## config.mk

```make
export PLATFORM = sky130hd
export DESIGN_NAME = admc_regs
export DESIGN_NICKNAME = d
export VERILOG_FILES = /design/src/shared/admc_pkg.sv /design/src/rtl/admc_regs.sv
export SDC_FILE = /design/constraint.sdc
export NUM_CORES = 1
export LEC_CHECK = 0
export ABC_CLOCK_PERIOD_IN_PS = 1150
export BUFFER_PORTS_ARGS = -buffer_cell sky130_fd_sc_hd__buf_4
export CORE_ASPECT_RATIO = 0.75
export CORE_MARGIN = 2
export CORE_UTILIZATION = 48
export DETAILED_ROUTE_END_ITERATION = 6
export PLACE_DENSITY_LB_ADDON = 0.2
export SLEW_MARGIN = 40
export SYNTH_ARGS = -nofsm -noshare
export SYNTH_HDL_FRONTEND = slang
export SYNTH_SLANG_ARGS = --single-unit
```

## constraint.sdc

```tcl
create_clock -name REF_CLK_I -period 1.15 [get_ports REF_CLK_I]
set_input_delay 0.0575 -clock REF_CLK_I [delete_from_list [all_inputs] [get_ports REF_CLK_I]]
set_output_delay 0.0575 -clock REF_CLK_I [all_outputs]
set_load 0.01 [all_outputs]
```

## src/shared/admc_pkg.sv

```systemverilog
/*
  Constants for the audio DAC mode control register bank: register
  indexes, access word layout, field positions and reset values.
  Assumes nothing of its surroundings; every design file refers to
  these names as admc_pkg::name.
*/
package admc_pkg;

  // ****************************************************************
  // Access word layout
  // ****************************************************************
  localparam int unsigned WORD_RW_BIT = 15;    // 1 asks a read, 0 a write
  localparam int unsigned WORD_ADDR_HI = 14;   // Register index field
  localparam int unsigned WORD_ADDR_LO = 8;
  localparam int unsigned WORD_DATA_HI = 7;    // Data byte field
  localparam int unsigned WORD_DATA_LO = 0;

  // ****************************************************************
  // Register indexes
  // ****************************************************************
  localparam logic [6:0] IDX_LEFT_ATTEN = 7'h10;
  localparam logic [6:0] IDX_RIGHT_ATTEN = 7'h11;
  localparam logic [6:0] IDX_FMT_DEEMPH_MUTE = 7'h12;
  localparam logic [6:0] IDX_PHASE_SPEED_FILT = 7'h13;
  localparam logic [6:0] IDX_RESET_MODE_OS = 7'h14;
  localparam logic [6:0] IDX_ZERO_OUT = 7'h15;
  localparam logic [6:0] IDX_ZERO_FLAGS = 7'h16;
  localparam logic [6:0] IDX_DEVICE_IDENT = 7'h17;

  // ****************************************************************
  // Field positions (bit numbers inside the data byte)
  // ****************************************************************
  localparam int unsigned B_ATTEN_LOAD_GATE = 7;
  localparam int unsigned B_FORMAT_HI = 6;
  localparam int unsigned B_FORMAT_LO = 4;
  localparam int unsigned B_DEEMPH_RATE_HI = 3;
  localparam int unsigned B_DEEMPH_RATE_LO = 2;
  localparam int unsigned B_DEEMPH_ENABLE = 1;
  localparam int unsigned B_SOFT_MUTE = 0;
  localparam int unsigned B_PHASE_INVERT = 7;
  localparam int unsigned B_SPEED_HI = 6;
  localparam int unsigned B_SPEED_LO = 5;
  localparam int unsigned B_CONV_DISABLE = 4;
  localparam int unsigned B_BYPASS_STEREO = 2;
  localparam int unsigned B_ROLLOFF = 1;
  localparam int unsigned B_INF_ZERO_MUTE = 0;
  localparam int unsigned B_SYSTEM_RESET = 6;
  localparam int unsigned B_DSD_ENABLE = 5;
  localparam int unsigned B_FILTER_BYPASS = 4;
  localparam int unsigned B_MONO = 3;
  localparam int unsigned B_CHANNEL_SRC = 2;
  localparam int unsigned B_OS_HI = 1;
  localparam int unsigned B_OS_LO = 0;
  localparam int unsigned B_DSD_ZERO_HI = 2;
  localparam int unsigned B_DSD_ZERO_LO = 1;
  localparam int unsigned B_PCM_ZERO = 0;

  // ****************************************************************
  // Writable masks, reset values and special codes
  // ****************************************************************
  localparam logic [7:0] MASK_PHASE_SPEED_FILT = 8'hF7;
  localparam logic [7:0] MASK_RESET_MODE_OS = 8'h3F;
  localparam logic [7:0] MASK_ZERO_OUT = 8'h07;
  localparam logic [7:0] RST_ATTEN = 8'hFF;           // 0 dB
  localparam logic [7:0] RST_FMT_DEEMPH_MUTE = 8'h50; // 24-bit I2S
  localparam logic [7:0] RST_PHASE_SPEED_FILT = 8'h00;
  localparam logic [7:0] RST_RESET_MODE_OS = 8'h00;
  localparam logic [7:0] RST_ZERO_OUT = 8'h01;        // PCM zero out on
  localparam logic [7:0] ATTEN_MUTE_MAX = 8'h0E;      // Codes up to here mute
  localparam logic [2:0] FORMAT_RESERVED_LO = 3'h6;   // 110 and 111 reserved
  localparam logic [4:0] DEVICE_IDENT_DEFAULT = 5'h0A; // Arbitrary value

endpackage

```

## src/rtl/admc_regs.sv

```systemverilog
/*
  Mode control register bank of a stereo audio DAC. Holds the
  attenuation, format, de-emphasis, mute, filter, mode, oversampling
  and zero output controls, and answers reads of all eight registers.
  Assumes a serial control front end on the same clock that delivers
  each decoded 16-bit access word as a one-cycle strobe, and zero
  detect levels from the audio datapath on the same clock.
*/
// Overview of operation
// - Separate left and right 8-bit attenuation, default 0dB
// - Load gate bit in index 0x12, off at reset
// - Three-bit input format field, default 24-bit I2S
// - De-emphasis rate field plus enable, both default off
// - In DSD mode rate field selects FIR performance
// - Soft mute bit, default off, PCM mode only
// - Phase reversal bit honoured in every mode
// - Two-bit attenuation speed, default times one
// - Conversion disable bit, default conversion enabled
// - Bypass stereo select, bypass mode only, default mono
// - Rolloff select, PCM mode, default sharp
// - Infinite zero mute enable, PCM and bypass modes
// - System reset bit triggers a reset operation
// - DSD enable bit switches input path, default off
// - Filter bypass bit, default internal filter
// - Mono mode and channel source bits, all modes
// - Oversampling field, default times 64
// - In DSD mode oversampling field sets FIR rate
// - PCM zero output on, DSD zero output off
// - Read-only zero flags, one per channel
// - Read-only five-bit device identifier
// - All controls reset to defaults, all writable
// - Read bit one reads, zero writes
// - Gate low keeps previously applied attenuation
// - Format codes 110 and 111 are reserved
module admc_regs #(
  parameter logic [4:0] DEVICE_IDENT = admc_pkg::DEVICE_IDENT_DEFAULT // Arbitrary value
) (
  input wire logic REF_CLK_I,
  input wire logic RESET_N_I,
  input wire logic CLK_EN_I,
  input wire logic CMD_VALID_I,
  input wire logic [15:0] CMD_WORD_I,
  input wire logic LEFT_ZERO_DET_I,
  input wire logic RIGHT_ZERO_DET_I,
  output logic RD_VALID_O,
  output logic [7:0] RD_DATA_O,
  output logic [7:0] LEFT_ATTEN_LEVEL_O,
  output logic [7:0] RIGHT_ATTEN_LEVEL_O,
  output logic LEFT_ATTEN_MUTE_O,
  output logic RIGHT_ATTEN_MUTE_O,
  output logic [1:0] ATTEN_SPEED_SEL_O,
  output logic [2:0] INPUT_FORMAT_SEL_O,
  output logic DEEMPH_ACTIVE_O,
  output logic [1:0] DEEMPH_RATE_SEL_O,
  output logic [1:0] DSD_FIR_PERF_SEL_O,
  output logic SOFT_MUTE_O,
  output logic PHASE_INVERT_O,
  output logic CONVERSION_DISABLE_O,
  output logic BYPASS_STEREO_SEL_O,
  output logic ROLLOFF_SEL_O,
  output logic INFINITE_ZERO_MUTE_EN_O,
  output logic SYSTEM_RESET_PULSE_O,
  output logic DSD_MODE_O,
  output logic FILTER_BYPASS_O,
  output logic MONO_MODE_O,
  output logic SINGLE_CHANNEL_SOURCE_O,
  output logic [1:0] OVERSAMPLE_RATE_SEL_O,
  output logic [1:0] DSD_FIR_RATE_SEL_O,
  output logic PCM_ZERO_OUT_EN_O,
  output logic [1:0] DSD_ZERO_OUT_SEL_O
);

  // ****************************************************************
  // Access word decode
  // ****************************************************************
  logic [6:0] acc_idx;      // Register index of the access word
  logic [7:0] acc_data;     // Write data byte
  logic acc_rd;             // Read strobe this cycle
  logic acc_wr;             // Write strobe this cycle
  logic [7:0] left_atten_q;   // Written left attenuation code
  logic [7:0] right_atten_q;  // Written right attenuation code
  logic [7:0] left_applied_q;  // Attenuation the datapath uses
  logic [7:0] right_applied_q;
  logic [7:0] fmt_ctrl_q;   // Format, de-emphasis, mute, load gate
  logic [7:0] phase_ctrl_q; // Phase, speed, filter controls
  logic [7:0] mode_ctrl_q;  // Mode and oversampling controls
  logic [7:0] zero_ctrl_q;  // Zero output controls
  logic sys_reset_q;        // Reset operation pulse
  logic rd_valid_q;
  logic [7:0] rd_data_q;
  logic [7:0] rd_data_d;
  logic dsd_mode;           // Mode decode
  logic bypass_mode;
  logic pcm_mode;

  assign acc_idx = CMD_WORD_I[admc_pkg::WORD_ADDR_HI:admc_pkg::WORD_ADDR_LO];
  assign acc_data = CMD_WORD_I[admc_pkg::WORD_DATA_HI:admc_pkg::WORD_DATA_LO];
  // Direction bit picks read or write
  assign acc_rd = CLK_EN_I & CMD_VALID_I & CMD_WORD_I[admc_pkg::WORD_RW_BIT];
  assign acc_wr = CLK_EN_I & CMD_VALID_I & ~CMD_WORD_I[admc_pkg::WORD_RW_BIT];

  // ****************************************************************
  // Attenuation registers
  // ****************************************************************
  // Written codes always read back as written
  always_ff @(posedge REF_CLK_I or negedge RESET_N_I) begin
    if (!RESET_N_I) begin
      left_atten_q <= admc_pkg::RST_ATTEN;
      right_atten_q <= admc_pkg::RST_ATTEN;
    end else if (acc_wr) begin
      if (acc_idx == admc_pkg::IDX_LEFT_ATTEN) begin
        left_atten_q <= acc_data;
      end else if (acc_idx == admc_pkg::IDX_RIGHT_ATTEN) begin
        right_atten_q <= acc_data;
      end
    end
  end

  // Applied levels follow a write only while the load gate is open;
  // the gate value before the write decides, so a gate write and an
  // attenuation write never race inside one access word
  always_ff @(posedge REF_CLK_I or negedge RESET_N_I) begin
    if (!RESET_N_I) begin
      left_applied_q <= admc_pkg::RST_ATTEN;
      right_applied_q <= admc_pkg::RST_ATTEN;
    end else if (acc_wr && fmt_ctrl_q[admc_pkg::B_ATTEN_LOAD_GATE]) begin
      if (acc_idx == admc_pkg::IDX_LEFT_ATTEN) begin
        left_applied_q <= acc_data;
      end else if (acc_idx == admc_pkg::IDX_RIGHT_ATTEN) begin
        right_applied_q <= acc_data;
      end
    end
  end

  // ****************************************************************
  // Control registers
  // ****************************************************************
  // Format field refuses reserved codes so the audio port never sees one
  always_ff @(posedge REF_CLK_I or negedge RESET_N_I) begin
    if (!RESET_N_I) begin
      fmt_ctrl_q <= admc_pkg::RST_FMT_DEEMPH_MUTE;
    end else if (acc_wr && acc_idx == admc_pkg::IDX_FMT_DEEMPH_MUTE) begin
      if (acc_data[admc_pkg::B_FORMAT_HI:admc_pkg::B_FORMAT_LO] >= admc_pkg::FORMAT_RESERVED_LO) begin
        // Keep old format, take the other fields
        fmt_ctrl_q <= {acc_data[admc_pkg::B_ATTEN_LOAD_GATE],
                       fmt_ctrl_q[admc_pkg::B_FORMAT_HI:admc_pkg::B_FORMAT_LO],
                       acc_data[admc_pkg::B_DEEMPH_RATE_HI:admc_pkg::B_SOFT_MUTE]};
      end else begin
        fmt_ctrl_q <= acc_data;
      end
    end
  end

  // Phase, speed, conversion, bypass stereo, rolloff, zero mute
  always_ff @(posedge REF_CLK_I or negedge RESET_N_I) begin
    if (!RESET_N_I) begin
      phase_ctrl_q <= admc_pkg::RST_PHASE_SPEED_FILT;
    end else if (acc_wr && acc_idx == admc_pkg::IDX_PHASE_SPEED_FILT) begin
      phase_ctrl_q <= acc_data & admc_pkg::MASK_PHASE_SPEED_FILT;
    end
  end

  // Mode controls; the reset bit is not stored but fires a pulse
  always_ff @(posedge REF_CLK_I or negedge RESET_N_I) begin
    if (!RESET_N_I) begin
      mode_ctrl_q <= admc_pkg::RST_RESET_MODE_OS;
    end else if (acc_wr && acc_idx == admc_pkg::IDX_RESET_MODE_OS) begin
      mode_ctrl_q <= acc_data & admc_pkg::MASK_RESET_MODE_OS & ~(8'h01 << admc_pkg::B_SYSTEM_RESET);
    end
  end

  // One-cycle reset operation request to the datapath
  always_ff @(posedge REF_CLK_I or negedge RESET_N_I) begin
    if (!RESET_N_I) begin
      sys_reset_q <= 1'b0;
    end else if (CLK_EN_I) begin
      sys_reset_q <= acc_wr && acc_idx == admc_pkg::IDX_RESET_MODE_OS &&
                     acc_data[admc_pkg::B_SYSTEM_RESET];
    end
  end

  // Zero output controls
  always_ff @(posedge REF_CLK_I or negedge RESET_N_I) begin
    if (!RESET_N_I) begin
      zero_ctrl_q <= admc_pkg::RST_ZERO_OUT;
    end else if (acc_wr && acc_idx == admc_pkg::IDX_ZERO_OUT) begin
      zero_ctrl_q <= acc_data & admc_pkg::MASK_ZERO_OUT;
    end
  end

  // ****************************************************************
  // Read path
  // ****************************************************************
  // Reserved bits and unmapped indexes read as zero; the read-only
  // registers have no write branch above, so writes to them vanish
  always_comb begin
    rd_data_d = 8'h00;
    if (acc_idx == admc_pkg::IDX_LEFT_ATTEN) begin
      rd_data_d = left_atten_q;
    end else if (acc_idx == admc_pkg::IDX_RIGHT_ATTEN) begin
      rd_data_d = right_atten_q;
    end else if (acc_idx == admc_pkg::IDX_FMT_DEEMPH_MUTE) begin
      rd_data_d = fmt_ctrl_q;
    end else if (acc_idx == admc_pkg::IDX_PHASE_SPEED_FILT) begin
      rd_data_d = phase_ctrl_q;
    end else if (acc_idx == admc_pkg::IDX_RESET_MODE_OS) begin
      rd_data_d = mode_ctrl_q;
    end else if (acc_idx == admc_pkg::IDX_ZERO_OUT) begin
      rd_data_d = zero_ctrl_q;
    end else if (acc_idx == admc_pkg::IDX_ZERO_FLAGS) begin
      rd_data_d = {6'h00, RIGHT_ZERO_DET_I, LEFT_ZERO_DET_I};
    end else if (acc_idx == admc_pkg::IDX_DEVICE_IDENT) begin
      rd_data_d = {3'h0, DEVICE_IDENT};
    end
  end

  // Read answer one cycle after the strobe
  always_ff @(posedge REF_CLK_I or negedge RESET_N_I) begin
    if (!RESET_N_I) begin
      rd_valid_q <= 1'b0;
      rd_data_q <= 8'h00;
    end else if (CLK_EN_I) begin
      rd_valid_q <= acc_rd;
      if (acc_rd) begin
        rd_data_q <= rd_data_d;
      end
    end
  end

  // ****************************************************************
  // Mode decode and effective controls
  // ****************************************************************
  // DSD wins over filter bypass; PCM is what remains
  assign dsd_mode = mode_ctrl_q[admc_pkg::B_DSD_ENABLE];
  assign bypass_mode = ~dsd_mode & mode_ctrl_q[admc_pkg::B_FILTER_BYPASS];
  assign pcm_mode = ~dsd_mode & ~bypass_mode;

  assign RD_VALID_O = rd_valid_q;
  assign RD_DATA_O = rd_data_q;
  assign LEFT_ATTEN_LEVEL_O = left_applied_q;
  assign RIGHT_ATTEN_LEVEL_O = right_applied_q;
  // In PCM mode, low codes mean full mute rather than a level
  assign LEFT_ATTEN_MUTE_O = pcm_mode & (left_applied_q <= admc_pkg::ATTEN_MUTE_MAX);
  assign RIGHT_ATTEN_MUTE_O = pcm_mode & (right_applied_q <= admc_pkg::ATTEN_MUTE_MAX);
  assign ATTEN_SPEED_SEL_O = phase_ctrl_q[admc_pkg::B_SPEED_HI:admc_pkg::B_SPEED_LO];
  assign INPUT_FORMAT_SEL_O = fmt_ctrl_q[admc_pkg::B_FORMAT_HI:admc_pkg::B_FORMAT_LO];
  assign DEEMPH_ACTIVE_O = pcm_mode & fmt_ctrl_q[admc_pkg::B_DEEMPH_ENABLE];
  assign DEEMPH_RATE_SEL_O = dsd_mode ? 2'h0 :
                             fmt_ctrl_q[admc_pkg::B_DEEMPH_RATE_HI:admc_pkg::B_DEEMPH_RATE_LO];
  // Same field, other meaning, in DSD mode
  assign DSD_FIR_PERF_SEL_O = dsd_mode ?
                              fmt_ctrl_q[admc_pkg::B_DEEMPH_RATE_HI:admc_pkg::B_DEEMPH_RATE_LO] : 2'h0;
  assign SOFT_MUTE_O = pcm_mode & fmt_ctrl_q[admc_pkg::B_SOFT_MUTE];
  assign PHASE_INVERT_O = phase_ctrl_q[admc_pkg::B_PHASE_INVERT];
  assign CONVERSION_DISABLE_O = phase_ctrl_q[admc_pkg::B_CONV_DISABLE];
  assign BYPASS_STEREO_SEL_O = bypass_mode & phase_ctrl_q[admc_pkg::B_BYPASS_STEREO];
  assign ROLLOFF_SEL_O = pcm_mode & phase_ctrl_q[admc_pkg::B_ROLLOFF];
  assign INFINITE_ZERO_MUTE_EN_O = ~dsd_mode & phase_ctrl_q[admc_pkg::B_INF_ZERO_MUTE];
  assign SYSTEM_RESET_PULSE_O = sys_reset_q;
  assign DSD_MODE_O = dsd_mode;
  assign FILTER_BYPASS_O = bypass_mode;
  assign MONO_MODE_O = mode_ctrl_q[admc_pkg::B_MONO];
  assign SINGLE_CHANNEL_SOURCE_O = mode_ctrl_q[admc_pkg::B_CHANNEL_SRC];
  assign OVERSAMPLE_RATE_SEL_O = dsd_mode ? 2'h0 : mode_ctrl_q[admc_pkg::B_OS_HI:admc_pkg::B_OS_LO];
  assign DSD_FIR_RATE_SEL_O = dsd_mode ? mode_ctrl_q[admc_pkg::B_OS_HI:admc_pkg::B_OS_LO] : 2'h0;
  assign PCM_ZERO_OUT_EN_O = ~dsd_mode & zero_ctrl_q[admc_pkg::B_PCM_ZERO];
  assign DSD_ZERO_OUT_SEL_O = dsd_mode ? zero_ctrl_q[admc_pkg::B_DSD_ZERO_HI:admc_pkg::B_DSD_ZERO_LO] : 2'h0;

  // ****************************************************************
  // Assertions
  // ****************************************************************
  property p_gate_closed_holds;
    @(posedge REF_CLK_I) disable iff (!RESET_N_I)
    (acc_wr && !fmt_ctrl_q[7] && acc_idx == 7'h10) |=> $stable(LEFT_ATTEN_LEVEL_O);
  endproperty
  a_gate_closed_holds: assert property (p_gate_closed_holds) else $error("attenuation moved with gate closed");

  property p_gate_open_loads;
    @(posedge REF_CLK_I) disable iff (!RESET_N_I)
    (acc_wr && fmt_ctrl_q[7] && acc_idx == 7'h11) |=> (RIGHT_ATTEN_LEVEL_O == $past(acc_data));
  endproperty
  a_gate_open_loads: assert property (p_gate_open_loads) else $error("attenuation not loaded with gate open");

  property p_read_answer;
    @(posedge REF_CLK_I) disable iff (!RESET_N_I)
    acc_rd |=> RD_VALID_O ##1 !RD_VALID_O || $past(acc_rd);
  endproperty
  a_read_answer: assert property (p_read_answer) else $error("read answer missing");

  property p_ident_read;
    @(posedge REF_CLK_I) disable iff (!RESET_N_I)
    (acc_rd && acc_idx == 7'h17) |=> (RD_DATA_O == {3'h0, DEVICE_IDENT});
  endproperty
  a_ident_read: assert property (p_ident_read) else $error("identifier read wrong");

  property p_flag_read;
    @(posedge REF_CLK_I) disable iff (!RESET_N_I)
    (acc_rd && acc_idx == 7'h16) |=> (RD_DATA_O == {6'h00, $past(RIGHT_ZERO_DET_I), $past(LEFT_ZERO_DET_I)});
  endproperty
  a_flag_read: assert property (p_flag_read) else $error("zero flags read wrong");

  property p_no_reserved_format;
    @(posedge REF_CLK_I) disable iff (!RESET_N_I)
    1'b1 |-> (INPUT_FORMAT_SEL_O < 3'h6);
  endproperty
  a_no_reserved_format: assert property (p_no_reserved_format) else $error("reserved format applied");

  property p_reset_pulse;
    @(posedge REF_CLK_I) disable iff (!RESET_N_I)
    (acc_wr && acc_idx == 7'h14 && CMD_WORD_I[6]) |=> SYSTEM_RESET_PULSE_O ##1 (!SYSTEM_RESET_PULSE_O || !CLK_EN_I
      || $past(acc_wr));
  endproperty
  a_reset_pulse: assert property (p_reset_pulse) else $error("system reset pulse wrong");

  property p_ro_write_ignored;
    @(posedge REF_CLK_I) disable iff (!RESET_N_I)
    (acc_wr && acc_idx >= 7'h16) |=> ($stable(fmt_ctrl_q) && $stable(mode_ctrl_q) && $stable(zero_ctrl_q));
  endproperty
  a_ro_write_ignored: assert property (p_ro_write_ignored) else $error("read-only write disturbed state");

  property p_dsd_fir_reuse;
    @(posedge REF_CLK_I) disable iff (!RESET_N_I)
    DSD_MODE_O |-> (DSD_FIR_PERF_SEL_O == fmt_ctrl_q[3:2] && DSD_FIR_RATE_SEL_O == mode_ctrl_q[1:0]
      && !SOFT_MUTE_O);
  endproperty
  a_dsd_fir_reuse: assert property (p_dsd_fir_reuse) else $error("DSD reuse of fields wrong");

  // Applied levels never move without an attenuation write, so
  // opening the gate later does not pull in a stored code
  property p_applied_hold;
    @(posedge REF_CLK_I) disable iff (!RESET_N_I)
    !acc_wr |=> ($stable(LEFT_ATTEN_LEVEL_O) && $stable(RIGHT_ATTEN_LEVEL_O));
  endproperty
  a_applied_hold: assert property (p_applied_hold) else $error("level moved without write");

  // A low clock enable freezes the stored controls even under a strobe
  property p_enable_freeze;
    @(posedge REF_CLK_I) disable iff (!RESET_N_I)
    !CLK_EN_I |=> ($stable(phase_ctrl_q) && $stable(mode_ctrl_q) && $stable(zero_ctrl_q) && $stable(left_atten_q));
  endproperty
  a_enable_freeze: assert property (p_enable_freeze) else $error("state moved with enable low");

  // DSD wins, so the bypass flag drops while DSD is on
  property p_one_mode;
    @(posedge REF_CLK_I) disable iff (!RESET_N_I)
    DSD_MODE_O |-> !FILTER_BYPASS_O;
  endproperty
  a_one_mode: assert property (p_one_mode) else $error("two modes signalled");

  // Clearing the PCM zero output bit turns the enable off next cycle
  property p_zero_out_off;
    @(posedge REF_CLK_I) disable iff (!RESET_N_I)
    (acc_wr && acc_idx == admc_pkg::IDX_ZERO_OUT && !acc_data[admc_pkg::B_PCM_ZERO]) |=> !PCM_ZERO_OUT_EN_O;
  endproperty
  a_zero_out_off: assert property (p_zero_out_off) else $error("zero output stayed on");

  // A mode write without the reset bit must not fire the pulse
  property p_no_stray_pulse;
    @(posedge REF_CLK_I) disable iff (!RESET_N_I)
    (acc_wr && acc_idx == admc_pkg::IDX_RESET_MODE_OS && !acc_data[admc_pkg::B_SYSTEM_RESET])
      |=> !SYSTEM_RESET_PULSE_O;
  endproperty
  a_no_stray_pulse: assert property (p_no_stray_pulse) else $error("reset pulse without its bit");

  // The reset bit is never stored, so it always reads back as zero
  property p_reset_bit_reads_zero;
    @(posedge REF_CLK_I) disable iff (!RESET_N_I)
    (acc_rd && acc_idx == admc_pkg::IDX_RESET_MODE_OS) |=> !RD_DATA_O[admc_pkg::B_SYSTEM_RESET];
  endproperty
  a_reset_bit_reads_zero: assert property (p_reset_bit_reads_zero) else $error("reset bit read back");

endmodule

```

# Word level (Yosys, flattened, before mapping)
# Index checks and enable logic that the tools add are counted.
totals:
  ff_bits: 66
  latchBits: 0
  ramBits: 0
  romBits: 0
  inputBits: 22
  wordCells: 66
  memories: 0
op_classes:
  addsub: 0
  n_mul: 0
  div: 0
  magnitude_cmp: 3
  n_eq_ne: 8
  shifts: 0
  mux: 13
  bitwise_logic: 18
  reduce_logical: 12
op_table:
  columns: ["cell", "count"]
  rows:
  - ["== test 7 x 5 -> 1 bit (second input constant)", 8]
  - ["2-to-1 mux 8 bit", 4]
  - ["<= comparator 8 x 4 -> 1 bit (second input constant)", 2]
  - ["AND 1 bit", 13]
  - ["2-to-1 mux 4 bit", 3]
  - ["2-to-1 mux 2 bit", 5]
  - ["AND reduction 2 bit", 4]
  - ["logical AND 1 bit", 6]
  - ["2-to-1 mux 6 bit", 1]
  - ["AND reduction 3 bit", 2]
  - ["inverter 1 bit", 5]
  - ["greater-or-equal comparator 3 bit (second input constant)", 1]

# Longest topological paths before layout
# Gate-level depths: netlist (run 1).
depth:
  word_depth: 9
  ltp_mapped: 6

# Worst setup path after synthesis (run 1)
# OpenSTA, ideal clock, no wires.
synth_timing:
  kind: "input -> register"
  start: "in CMD_WORD_I[11]"
  end: "reg right_applied_q[0], in the netlist RIGHT_ATTEN_LEVEL_O[0]"
  t_arrival_ps: 1356
  slack_ps: -288
  cell_stages: 5
  path_buffers: 1
  path_cell_list: "nor4b_4 > and3_2 > and3_1 > buf_6 > mux2_2"
synth_via:
  elab_chain_cells: 3
  elab_cells_between_ends: 4
synth_rtl:
  columns: ["item", "line_no", "rtl"]
  rows:
  - ["from (decl)", "admc_regs.sv:42", "input wire logic [15:0] CMD_WORD_I,"]
  - ["== test 7 x 5 -> 1 bit", "admc_regs.sv:127", "if (acc_idx == admc_pkg::IDX_LEFT_ATTEN) begin"]
  - ["inverter 1 bit (no source line)", null, null]
  - ["AND reduction 3 bit (no source line) *", null, null]
  - ["to (signal assigned)", "admc_regs.sv:125", "right_applied_q <= admc_pkg::RST_ATTEN;"]
  - ["to (signal assigned)", "admc_regs.sv:130", "right_applied_q <= acc_data;"]
  - ["to (decl)", "admc_regs.sv:83", "logic [7:0] right_applied_q;"]
# Every way passes the cells marked *; elsewhere a longest branch is shown, timed or not.
# A chain may end at the register's enable or synchronous reset.

# Final worst setup path (run 1)
layout_timing:
  start: "reg right_applied_q[7], in the netlist RIGHT_ATTEN_LEVEL_O[7]"
  end: "out RIGHT_ATTEN_MUTE_O"
layout_via:
  elab_chain_cells: 2
layout_rtl:
  columns: ["item", "line_no", "rtl"]
  rows:
  - ["<= comparator 8 x 4 -> 1 bit", "admc_regs.sv:244", "assign RIGHT_ATTEN_MUTE_O = pcm_mode & (right_applied_q <= admc_pkg::ATTEN_MUTE_MAX);"]
  - ["AND 1 bit", "admc_regs.sv:244", null]
  - ["to (decl)", "admc_regs.sv:50", "output logic RIGHT_ATTEN_MUTE_O,"]
# Every way passes these cells.

==> results.json, run 1 <==
{
  "fmaxAchievable_ghz": 0.655,
  "ys_warn_count": 0,
  "grt_pass1_wl_um": 15300,
  "synthDistinctLibCells": 45,
  "wirelength_um": 9910,
  "final-seq-area_mm2": 0.00170,
  "cp-end-kind": "primary output",
  "setup_ws_ns": -0.376,
  "drtIter0Drc": 158,
  "insertion_delay_ns": 0.34,
  "cts.sinks": 66,
  "dp_worst_setup_slack_ns": -0.494,
  "port_buffers": 76,
  "syn_to_final_growth_pct": 59.3,
  "rsz0062_at_grt": "yes",
  "power_frac_seq": 0.438,
  "gp_congestion": 0.882,
  "cts_tree": "yes",
  "min_period_over_period": 1.33,
  "dr_total_vias": 2711,
  "worstHoldPathType": "in -> reg",
  "synth_nets": 272,
  "fin_skew_ns": 0.00665,
  "swShare": 0.228,
  "h-tree-depth": 3,
  "clockRootBuffer": "clkbuf_8",
  "fin_util": 0.801,
  "wl_per_cell_um": 20.7,
  "worst_pin_slew_ns": 0.382,
  "combPwrFrac": 0.113,
  "multi_input_area_mm2": 0.00174,
  "ant_nets": 0,
  "cts_buffers": 9,
  "viasPerCell": 5.65,
  "synth_area_mm2": 0.00322,
  "fillers": 364,
  "die_y_um": 75.0,
  "finalHoldViolCount": 0,
  "cp_data_arrival_time_ns": 1.47,
  "drc": 0,
  "setup_viol": 47,
  "cellPowerDensity_mw_per_mm2": 1070,
  "fin_nets": 416,
  "internal_power_mw": 4.26,
  "yosysSeqAreaShare": 0.526,
  "firstDrtPassIters": 4,
  "criticalPathCategory": "reg -> out",
  "die_w_um": 98.6,
  "die_area_mm2": 0.00740,
  "first_global_vias": 2784,
  "grt.total_usage": 0.276,
  "hold_ws_ns": 0.0196,
  "rows": 25,
  "synth_edf_count": 0,
  "antennaDiodeCount": 0,
  "start_kind": "flop",
  "pin_count": 77,
  "clk_pin_slew_worst_paths_ns": 0.08,
  "dpl.cell_count": 452,
  "antenna_found_initial": 0,
  "maxSlewViolCount": 0,
  "drive_above_1_share": 0.739,
  "syn_inst": 250,
  "ys_ff_latch": 66,
  "power.leakage_nw": 2.46,
  "cap_violations": 0,
  "vdd_ir_drop_max_mv": 0.719,
  "grt_max_degree": 28,
  "start_util": 0.503,
  "dpl.hpwl_um": 6340,
  "p_switching_mw": 1.26,
  "syn_area_per_cell_um2": 12.9,
  "synth-main-ff-cell": "dfstp_2",
  "ys_async_sr_fraction": 1.00,
  "core_mm2": 0.00641,
  "fin_cells": 480,
  "cp.required_ns": 1.09,
  "min_period_ns": 1.53,
  "grt_overflow": 0,
  "p_clk_frac": 0.449,
  "clockBufferDepth": 2,
  "violations": "setup timing",
  "cp_max_fo": 2,
  "status": "complete, but fails checks",
  "slew_headroom": 0.744
}
per-stage QoR:
step	power [mW]	TNS [ns]	instance area (um2)
global route	5.73	-6.81	5140
global placement	2.96	-19.16	4350
floorplan	2.65	-11.87	3260
CTS	5.49	-4.15	5000
finish	5.52	-4.15	5140
detailed placement	2.97	-22.41	4350
metal layers:
metal  up-vias  GRT usage  part of all wire
met5         -          0                 0
met4         0     0.0989             0.020
met3        17     0.0604             0.063
met2       106      0.469              0.48
met1      1389      0.359              0.43
li1       1199          -                 -
kinds of logic (layout without fill, tap and decap cells):
family,after synthesis,in the layout,synth area share
compound gates,31,31,0.0714
mux,65,65,0.231
buf+inv,20,169,0.0365
flops,66,66,0.526
simple gates,68,68,0.135
state kept, by name, indices dropped and copies added, names as in the netlist, 3 cells and up:
register             count
LEFT_ATTEN_LEVEL_O       8
RD_DATA_O                8
RIGHT_ATTEN_LEVEL_O      8
fmt_ctrl_q               8
left_atten_q             8
mode_ctrl_q              6
phase_ctrl_q             7
right_atten_q            8
zero_ctrl_q              3
cells in the mapped netlist, types with 2 or more instances:
cell,count,area share
a21oi_1,5,0.0078
a221oi_1,2,0.0054
a22o_1,5,0.014
a41oi_1,2,0.0054
and2_1,10,0.019
and3_2,2,0.0047
buf_4,7,0.016
buf_6,2,0.0070
clkbuf_1,4,0.0047
dfrtp_1,31,0.24
dfstp_2,35,0.29
inv_1,3,0.0035
mux2_2,56,0.20
mux2i_1,7,0.022
mux4_2,2,0.014
nand2_1,12,0.014
nand2b_1,6,0.012
nand3_1,2,0.0031
nor2_1,12,0.014
nor2b_1,8,0.016
nor3_1,2,0.0031
nor3_4,3,0.015
nor4_1,3,0.0058
o21ai_0,5,0.0078
o22a_1,2,0.0054
o31ai_1,3,0.0070
critical path, cell delays in order, from the launching register on:
cell and delay (ns):
dfstp_2 0.40, nor4_4 0.27, nand2_1 0.12, a41oi_2 0.18
buf_4 0.16
cell usage in the layout (no fill, tap or decap), types with 2 or more instances in the layout:
master / n
buf_4: 100
buf_6: 41
mux2_4: 40
dfstp_2: 35
dfrtp_1: 29
mux2_2: 16
nand2_1: 11
nor2_1: 11
clkbuf_8: 11
and2_4: 10
mux2i_1: 7
nor2b_1: 6
a22o_1: 5
nand2b_1: 4
buf_12: 4
inv_1: 3
nor3_4: 3
a21oi_2: 3
o31ai_1: 3
o21ai_1: 3
bufinv_16: 3
dlygate4sd3_1: 3
nor2b_4: 2
nor4_4: 2
a41oi_2: 2
nand3_4: 2
and3_4: 2
o22a_1: 2
nand3_1: 2
o21ai_0: 2
mux4_2: 2
nand2b_4: 2
nor3_1: 2
a221oi_2: 2
a21oi_1: 2
dfrtp_2: 2
timing repair:
item	CTS	global route
endpoints found under the hold margin	46	1
resized for setup	90	30
hold buffers	2	1
buffers inserted	8	7
gates cloned	1	0
setup endpoints to repair	61	72
pin swaps	21	10
final timing paths:
| kind | start | endpoint | slack, ns | depth (start not counted) |
|---|---|---|---|---|
| worst max-delay path | RIGHT_ATTEN_LEVEL_O[7] | RIGHT_ATTEN_MUTE_O | -0.38 | 4 |
| worst min-delay path | CLK_EN_I | RD_VALID_O | 0.02 | 3 |
| worst max register to register | phase_ctrl_q[1] | RD_DATA_O[1] | -0.18 | 4 |
| worst min register to register | RD_DATA_O[4] | RD_DATA_O[4] | 0.50 | 2 |
| max in group asynchronous | RESET_N_I | right_atten_q[6] | 0.46 | 3 |
| min in group asynchronous | RESET_N_I | mode_ctrl_q[4] | 0.17 | 2 |
area by class of cell:
cell class                      instances  area share
Timing Repair Buffer                  148       0.257
Multi-Input combinational cell        164       0.339
Tap cell                               81      0.0197
Sequential cell                        66       0.330
Inverter                                5     0.00365
Clock buffer                           12      0.0302
Clock inverter                          4      0.0192
power groups by stage:
stage / clock (mW) / combinational, mW / sequential [mW]
2_1_floorplan: 0 / 0.201 / 2.45
3_3_place_gp: 0 / 0.513 / 2.45
4_1_cts: 2.50 / 0.583 / 2.41
6_report: 2.48 / 0.622 / 2.42
3_5_place_dp: 0 / 0.522 / 2.45
5_1_grt: 2.64 / 0.667 / 2.42
Note: power is estimated with default switching activity, not from simulation.
==> inputs of run 2 (changes only) <==
--- a/config.mk
+++ b/config.mk
@@ -5,12 +5,13 @@
 export SDC_FILE = /design/constraint.sdc
 export NUM_CORES = 1
 export LEC_CHECK = 0
-export ABC_CLOCK_PERIOD_IN_PS = 1150
+export ABC_CLOCK_PERIOD_IN_PS = 1450
 export BUFFER_PORTS_ARGS = -buffer_cell sky130_fd_sc_hd__buf_4
 export CORE_ASPECT_RATIO = 0.75
 export CORE_MARGIN = 2
-export CORE_UTILIZATION = 48
+export CORE_UTILIZATION = 50
 export DETAILED_ROUTE_END_ITERATION = 6
+export GPL_TIMING_DRIVEN = 0
 export PLACE_DENSITY_LB_ADDON = 0.2
 export SLEW_MARGIN = 40
 export SYNTH_ARGS = -nofsm -noshare
==> constraint.sdc (replaced) <==
create_clock -name REF_CLK_I -period 1.45 [get_ports REF_CLK_I]
set_input_delay 0.0725 -clock REF_CLK_I [delete_from_list [all_inputs] [get_ports REF_CLK_I]]
set_output_delay 0.0725 -clock REF_CLK_I [all_outputs]
set_load 0.01 [all_outputs]
==> run 2 against run 1 <==
Against the previous run: the run still ends with setup timing left; combinational power is 45% lower; critical endpoint is now LEFT_ATTEN_MUTE_O; register-to-register slack better by 0.24 ns; hold slack better by 0.0055 ns; utilization is 13 points lower; wire length is 22% lower; clock power is 37% lower; clock-buffer cell count stayed put; largest cell class is now flip-flops and latches; total power is 31% lower; die area is 3.8% lower; sequential cell count stayed put; first-iteration DRC count is 22% lower; critical path depth stayed put.
==> results.json, run 2 (same netlist as run 1, synthesis figures left out) <==
{
  "min_to": "phase_ctrl_q[7]",
  "rows": 25,
  "die_y_um": 73.5,
  "worstHoldPathType": "in -> reg",
  "criticalPathCategory": "reg -> out",
  "slew_headroom": 0.602,
  "cpPeakStageDelay_ns": 0.39,
  "fin_skew_ns": 0.00877,
  "drc": 0,
  "vdd_ir_drop_max_mv": 0.651,
  "setup_viol": 2,
  "status": "complete, but fails checks",
  "path_buf_inv": 1,
  "violations": "setup timing",
  "first_global_vias": 2335,
  "dp_worst_setup_slack_ns": -0.392,
  "power_frac_seq": 0.502,
  "combPwrFrac": 0.089,
  "drtIter0Drc": 123,
  "dpl-instance-area_mm2": 0.00387,
  "clk_pin_slew_worst_paths_ns": 0.07,
  "p_switching_uw": 894,
  "finish.instance_area_mm2": 0.00422,
  "syn_to_final_growth_pct": 30.8,
  "cp.required_ns": 1.38,
  "power.leakage_nw": 2.03,
  "maxSlewViolCount": 0,
  "viasPerCell": 5.56,
  "dpl.cell_count": 403,
  "start_util": 0.515,
  "cts.sinks": 66,
  "fmaxAchievable_ghz": 0.666,
  "rrSetupSlack_ns": 0.06,
  "cellPowerDensity_mw_per_mm2": 905,
  "final-seq-area_mm2": 0.00170,
  "core_mm2": 0.00626,
  "min_period_ns": 1.50,
  "insertion_delay_ns": 0.34,
  "dpl.hpwl_um": 5470,
  "rr_endpoint": "RD_DATA_O[1]",
  "grt_overflow": 0,
  "cap_violations": 0,
  "dr_total_vias": 2372,
  "clockBufferDepth": 2,
  "cp_slowest_cell": "dfstp_2",
  "grt.total_usage": 0.228,
  "drive_above_1_share": 0.621,
  "antenna_found_initial": 0,
  "fin_nets": 363,
  "mostFrequentLayoutCells": "buf_4 (84), mux2_2 (56), dfstp_2 (35), dfrtp_1 (30), nand2_1 (12)",
  "rsz0062_at_grt": "yes",
  "antennaDiodeCount": 0,
  "grt_max_degree": 67,
  "worst_pin_slew_ns": 0.598,
  "worstHoldPathCells": 2,
  "cp_data_arrival_time_ns": 1.43,
  "firstDrtPassIters": 4,
  "reg2reg_from": "fmt_ctrl_q[1]",
  "final_common_cell": "buf_4",
  "cts_buffers": 9,
  "crit_chain": "nor4_4 -> nand2_1 -> a41oi_2 -> buf_4",
  "fin_cells": 427,
  "port_buffers": 72,
  "cp-end-kind": "primary output",
  "wl_per_cell_um": 18.2,
  "multi_input_area_mm2": 0.00149,
  "ant_nets": 0,
  "cts_tree": "yes",
  "swShare": 0.234,
  "reg2reg_depth": 4,
  "gp_congestion": 0.906,
  "start_kind": "flop",
  "clockRootBuffer": "clkbuf_8",
  "min_from": "CMD_WORD_I[7]",
  "setup_ws_ns": -0.0514,
  "min_period_over_period": 1.04,
  "fillers": 511,
  "die_w_um": 96.7,
  "cp_max_fo": 2,
  "p_clk_frac": 0.409,
  "finalHoldViolCount": 0,
  "die_area_mm2": 0.00711,
  "internal_power_mw": 2.92,
  "fin_util": 0.674,
  "grt_pass1_wl_um": 12200,
  "pin_count": 77,
  "h-tree-depth": 3,
  "wirelength_um": 7780,
  "critical-path-top-delay-family": "flip-flops",
  "hold_ws_ns": 0.0251
}
## run 2: cell count changes in the layout (fill, tap and decap cells not counted), moves of 3 or more
cell	change
buf_12	-4
mux2_2	+40
mux2_4	-40
a21oi_1	+3
a21oi_2	-3
clkbuf_1	+3
buf_4	-16
buf_6	-38
o21ai_1	-3
and2_1	+10
o21ai_0	+3
and2_4	-10
## run 2: cell type report
cell class              instances  area share
clock inverters                 4      0.0119
clock buffers                  12      0.0368
inverters                       5     0.00445
plain buffers                  15      0.0237
multi-input cells             164       0.352
repair buffers                 80       0.145
flip-flops and latches         66       0.402
well taps                      81      0.0240
## run 2: through the flow
| stage | TNS (ns) | total power, mW |
|---|---|---|
| global route | -0.243 | 3.97 |
| detailed placement | -14.53 | 2.27 |
| finish | -0.0710 | 3.82 |
| CTS | -0.0901 | 3.85 |
| global placement | -13.46 | 2.26 |
| floorplan | -0.0264 | 2.10 |
## run 2: repair_timing
item	in CTS	in global routing
hold endpoints to repair	33	0
setup buffers	5	1
endpoints found under the setup margin	16	25
resized for setup	10	5
pin swaps	4	2
hold buffers	2	0
## run 2: worst max path at each step
| stage | from | slack, ns | end | cells after the start |
|---|---|---|---|---|
| 6_report | LEFT_ATTEN_LEVEL_O[7] | -0.05 | LEFT_ATTEN_MUTE_O | 4 |
| 5_1_grt | LEFT_ATTEN_LEVEL_O[7] | -0.13 | LEFT_ATTEN_MUTE_O | 4 |
| 4_1_cts | LEFT_ATTEN_LEVEL_O[7] | -0.04 | LEFT_ATTEN_MUTE_O | 4 |
| 3_5_place_dp | CMD_WORD_I[11] | -0.39 | fmt_ctrl_q[4] | 5 |
| 3_3_place_gp | CMD_WORD_I[11] | -0.35 | fmt_ctrl_q[4] | 5 |
| 2_1_floorplan | CMD_WORD_I[11] | -0.003 | RIGHT_ATTEN_LEVEL_O[0] | 5 |
## run 2: power groups by stage
stage / Clock (mW) / Sequential [mW] / Combinational, mW
after CTS: 1.60 / 1.92 / 0.333
after detailed placement: 0 / 1.95 / 0.322
after global routing: 1.68 / 1.92 / 0.371
after floorplan: 0 / 1.94 / 0.154
after global placement: 0 / 1.94 / 0.318
final: 1.56 / 1.92 / 0.339
## run 2: routing by layer
layer  up-vias  GRT usage  wire length (um)
li1       1089          -                 -
met1      1186      0.316              3490
met2        84      0.353              3710
met5         -          0                 0
met4         0     0.0861               142
met3        13     0.0571               444
==> inputs of run 3 (changes only) <==
--- a/config.mk
+++ b/config.mk
@@ -10,9 +10,10 @@
 export CORE_ASPECT_RATIO = 0.75
 export CORE_MARGIN = 2
 export CORE_UTILIZATION = 50
+export CTS_CLUSTER_SIZE = 40
 export DETAILED_ROUTE_END_ITERATION = 6
-export GPL_TIMING_DRIVEN = 0
-export PLACE_DENSITY_LB_ADDON = 0.2
+export GPL_TIMING_DRIVEN = 1
+export PLACE_DENSITY = 0.75
 export SLEW_MARGIN = 40
 export SYNTH_ARGS = -nofsm -noshare
 export SYNTH_HDL_FRONTEND = slang
==> run 3 against run 2 <==
Against the previous run: the run still ends with setup timing left; sequential share of layout area down 1.5 points; maximum frequency up 1.8%; final cell count up 2.8%; clock-buffer cell count up 1; combinational power up 5%; critical path type unchanged; critical endpoint unchanged.
==> results.json, run 3 (same netlist as run 1, synthesis figures left out) <==
{
  "status": "complete, but fails checks",
  "violations": "setup timing",
  "maxUsedRoutingLayer": "met4",
  "grt_max_degree": 45,
  "dr_total_vias": 2431,
  "wl_met3_um": 525,
  "vdd_ir_drop_max_mv": 0.497,
  "cp_data_arrival_time_ns": 1.40,
  "rr_endpoint": "RD_DATA_O[1]",
  "firstDrtPassIters": 4,
  "start_kind": "flop",
  "syn_to_final_growth_pct": 35.6,
  "drc": 0,
  "wl_met1_um": 3590,
  "cp-startpoint": "LEFT_ATTEN_LEVEL_O[7]",
  "power_mw": 4.15,
  "worstHoldPathType": "in -> reg",
  "power.leakage_nw": 2.13,
  "cp-end-kind": "primary output",
  "viasPerCell": 5.54,
  "hold_ws_ns": 0.0162,
  "drive_above_1_share": 0.645,
  "die_w_um": 96.7,
  "cp_max_fo": 2,
  "fin_skew_ns": 0.00474,
  "die_area_mm2": 0.00711,
  "die_y_um": 73.5,
  "finalHoldViolCount": 0,
  "met2_length_um": 3580,
  "wl_per_cell_um": 17.7,
  "setup.worst_path.end": "LEFT_ATTEN_MUTE_O",
  "antennaDiodeCount": 0,
  "insertion_delay_ns": 0.35,
  "cap_violations": 0,
  "fin_nets": 375,
  "reg2reg_depth": 4,
  "grt.total_usage": 0.229,
  "grt_overflow": 0,
  "antenna_found_initial": 0,
  "clockRootBuffer": "clkbuf_8",
  "fmaxAchievable_ghz": 0.678,
  "ant_nets": 0,
  "rrSetupSlack_ns": 0.09,
  "dpl.cell_count": 419,
  "start_util": 0.515,
  "criticalPathCategory": "reg -> out",
  "cp.required_ns": 1.38,
  "slew_headroom": 0.699,
  "worst_pin_slew_ns": 0.451,
  "rsz0062_at_grt": "yes",
  "clk_pin_slew_worst_paths_ns": 0.07,
  "rows": 25,
  "core_mm2": 0.00626,
  "port_buffers": 76,
  "min_period_over_period": 1.02,
  "wirelength_um": 7760,
  "final_common_cell": "buf_4",
  "clockBufferDepth": 2,
  "fin_cells": 439,
  "min_period_ns": 1.48,
  "setup_ws_ns": -0.0251,
  "h-tree-depth": 3,
  "maxSlewViolCount": 0,
  "drtIter0Drc": 132,
  "cts.sinks": 66,
  "cts_tree": "yes",
  "pin_count": 77,
  "reg2reg_from": "phase_ctrl_q[1]",
  "dpl.hpwl_um": 5560,
  "gp_congestion": 0.866,
  "grt_pass1_wl_um": 12600,
  "mostFrequentLayoutCells": "buf_4 (103), mux2_2 (56), dfstp_2 (35), dfrtp_1 (31), nand2_1 (12)",
  "cellPowerDensity_mw_per_mm2": 950,
  "first_global_vias": 2402,
  "setup_viol": 2,
  "cts_buffers": 9
}
[run 3: timing repair]
item / CTS / global route
hold endpoints to repair: 38 / 0
resized for setup: 7 / 5
pin swaps: 3 / 2
buffers inserted: 2 / 1
hold buffers: 1 / 0
endpoints found under the setup margin: 2 / 4
[run 3: worst min path at each step]
stage,from,end,cells past startpoint
after global routing,CMD_WORD_I[3],right_atten_q[3],2
after CTS,CMD_WORD_I[3],right_atten_q[3],2
after floorplan,RESET_N_I,RD_DATA_O[0],0
after global placement,RESET_N_I,RD_DATA_O[1],1
after detailed placement,RESET_N_I,RD_DATA_O[1],1
final,CMD_WORD_I[3],LEFT_ATTEN_LEVEL_O[3],2
[run 3: worst max-delay path, cell delays in order (launching register included)]
cell     delay [ns]
dfstp_2        0.39
nor4_4         0.28
nand2_1        0.09
a41oi_2        0.15
buf_4          0.14
[run 3: stage by stage]
| stage | worst slack (ns) | utilization | cell area [um2] | setup TNS, ns |
|---|---|---|---|---|
| 6_report | -0.0251 | 0.699 | 4370 | -0.0406 |
| 2_1_floorplan | -0.00332 | - | 3220 | -0.0264 |
| 3_3_place_gp | -0.0984 | 0.643 | 4030 | -2.60 |
| 5_1_grt | -0.0847 | 0.699 | 4370 | -0.167 |
| 3_5_place_dp | -0.164 | 0.643 | 4030 | -3.91 |
| 4_1_cts | -0.0541 | 0.695 | 4350 | -0.0988 |
[run 3: layout make-up]
cell class / count / area, um2
Fill cell: 458 / 1880
Sequential cell: 66 / 1700
Multi-Input combinational cell: 164 / 1470
Timing Repair Buffer: 107 / 835
Clock buffer: 13 / 180
Tap cell: 81 / 101
Clock inverter: 3 / 67.6
Inverter: 5 / 18.8
[run 3: report_power, final]
part,switching (mW),internal (mW)
Clock,0.715,1.17
Sequential,0.0251,1.89
Combinational,0.191,0.164
Total,0.931,3.22
[run 3: per-layer routing]
layer  track usage  vias up
li1              -     1118
met1         0.321     1233
met2         0.355       75
met3        0.0714        5
met4        0.0563        0
met5             0        -
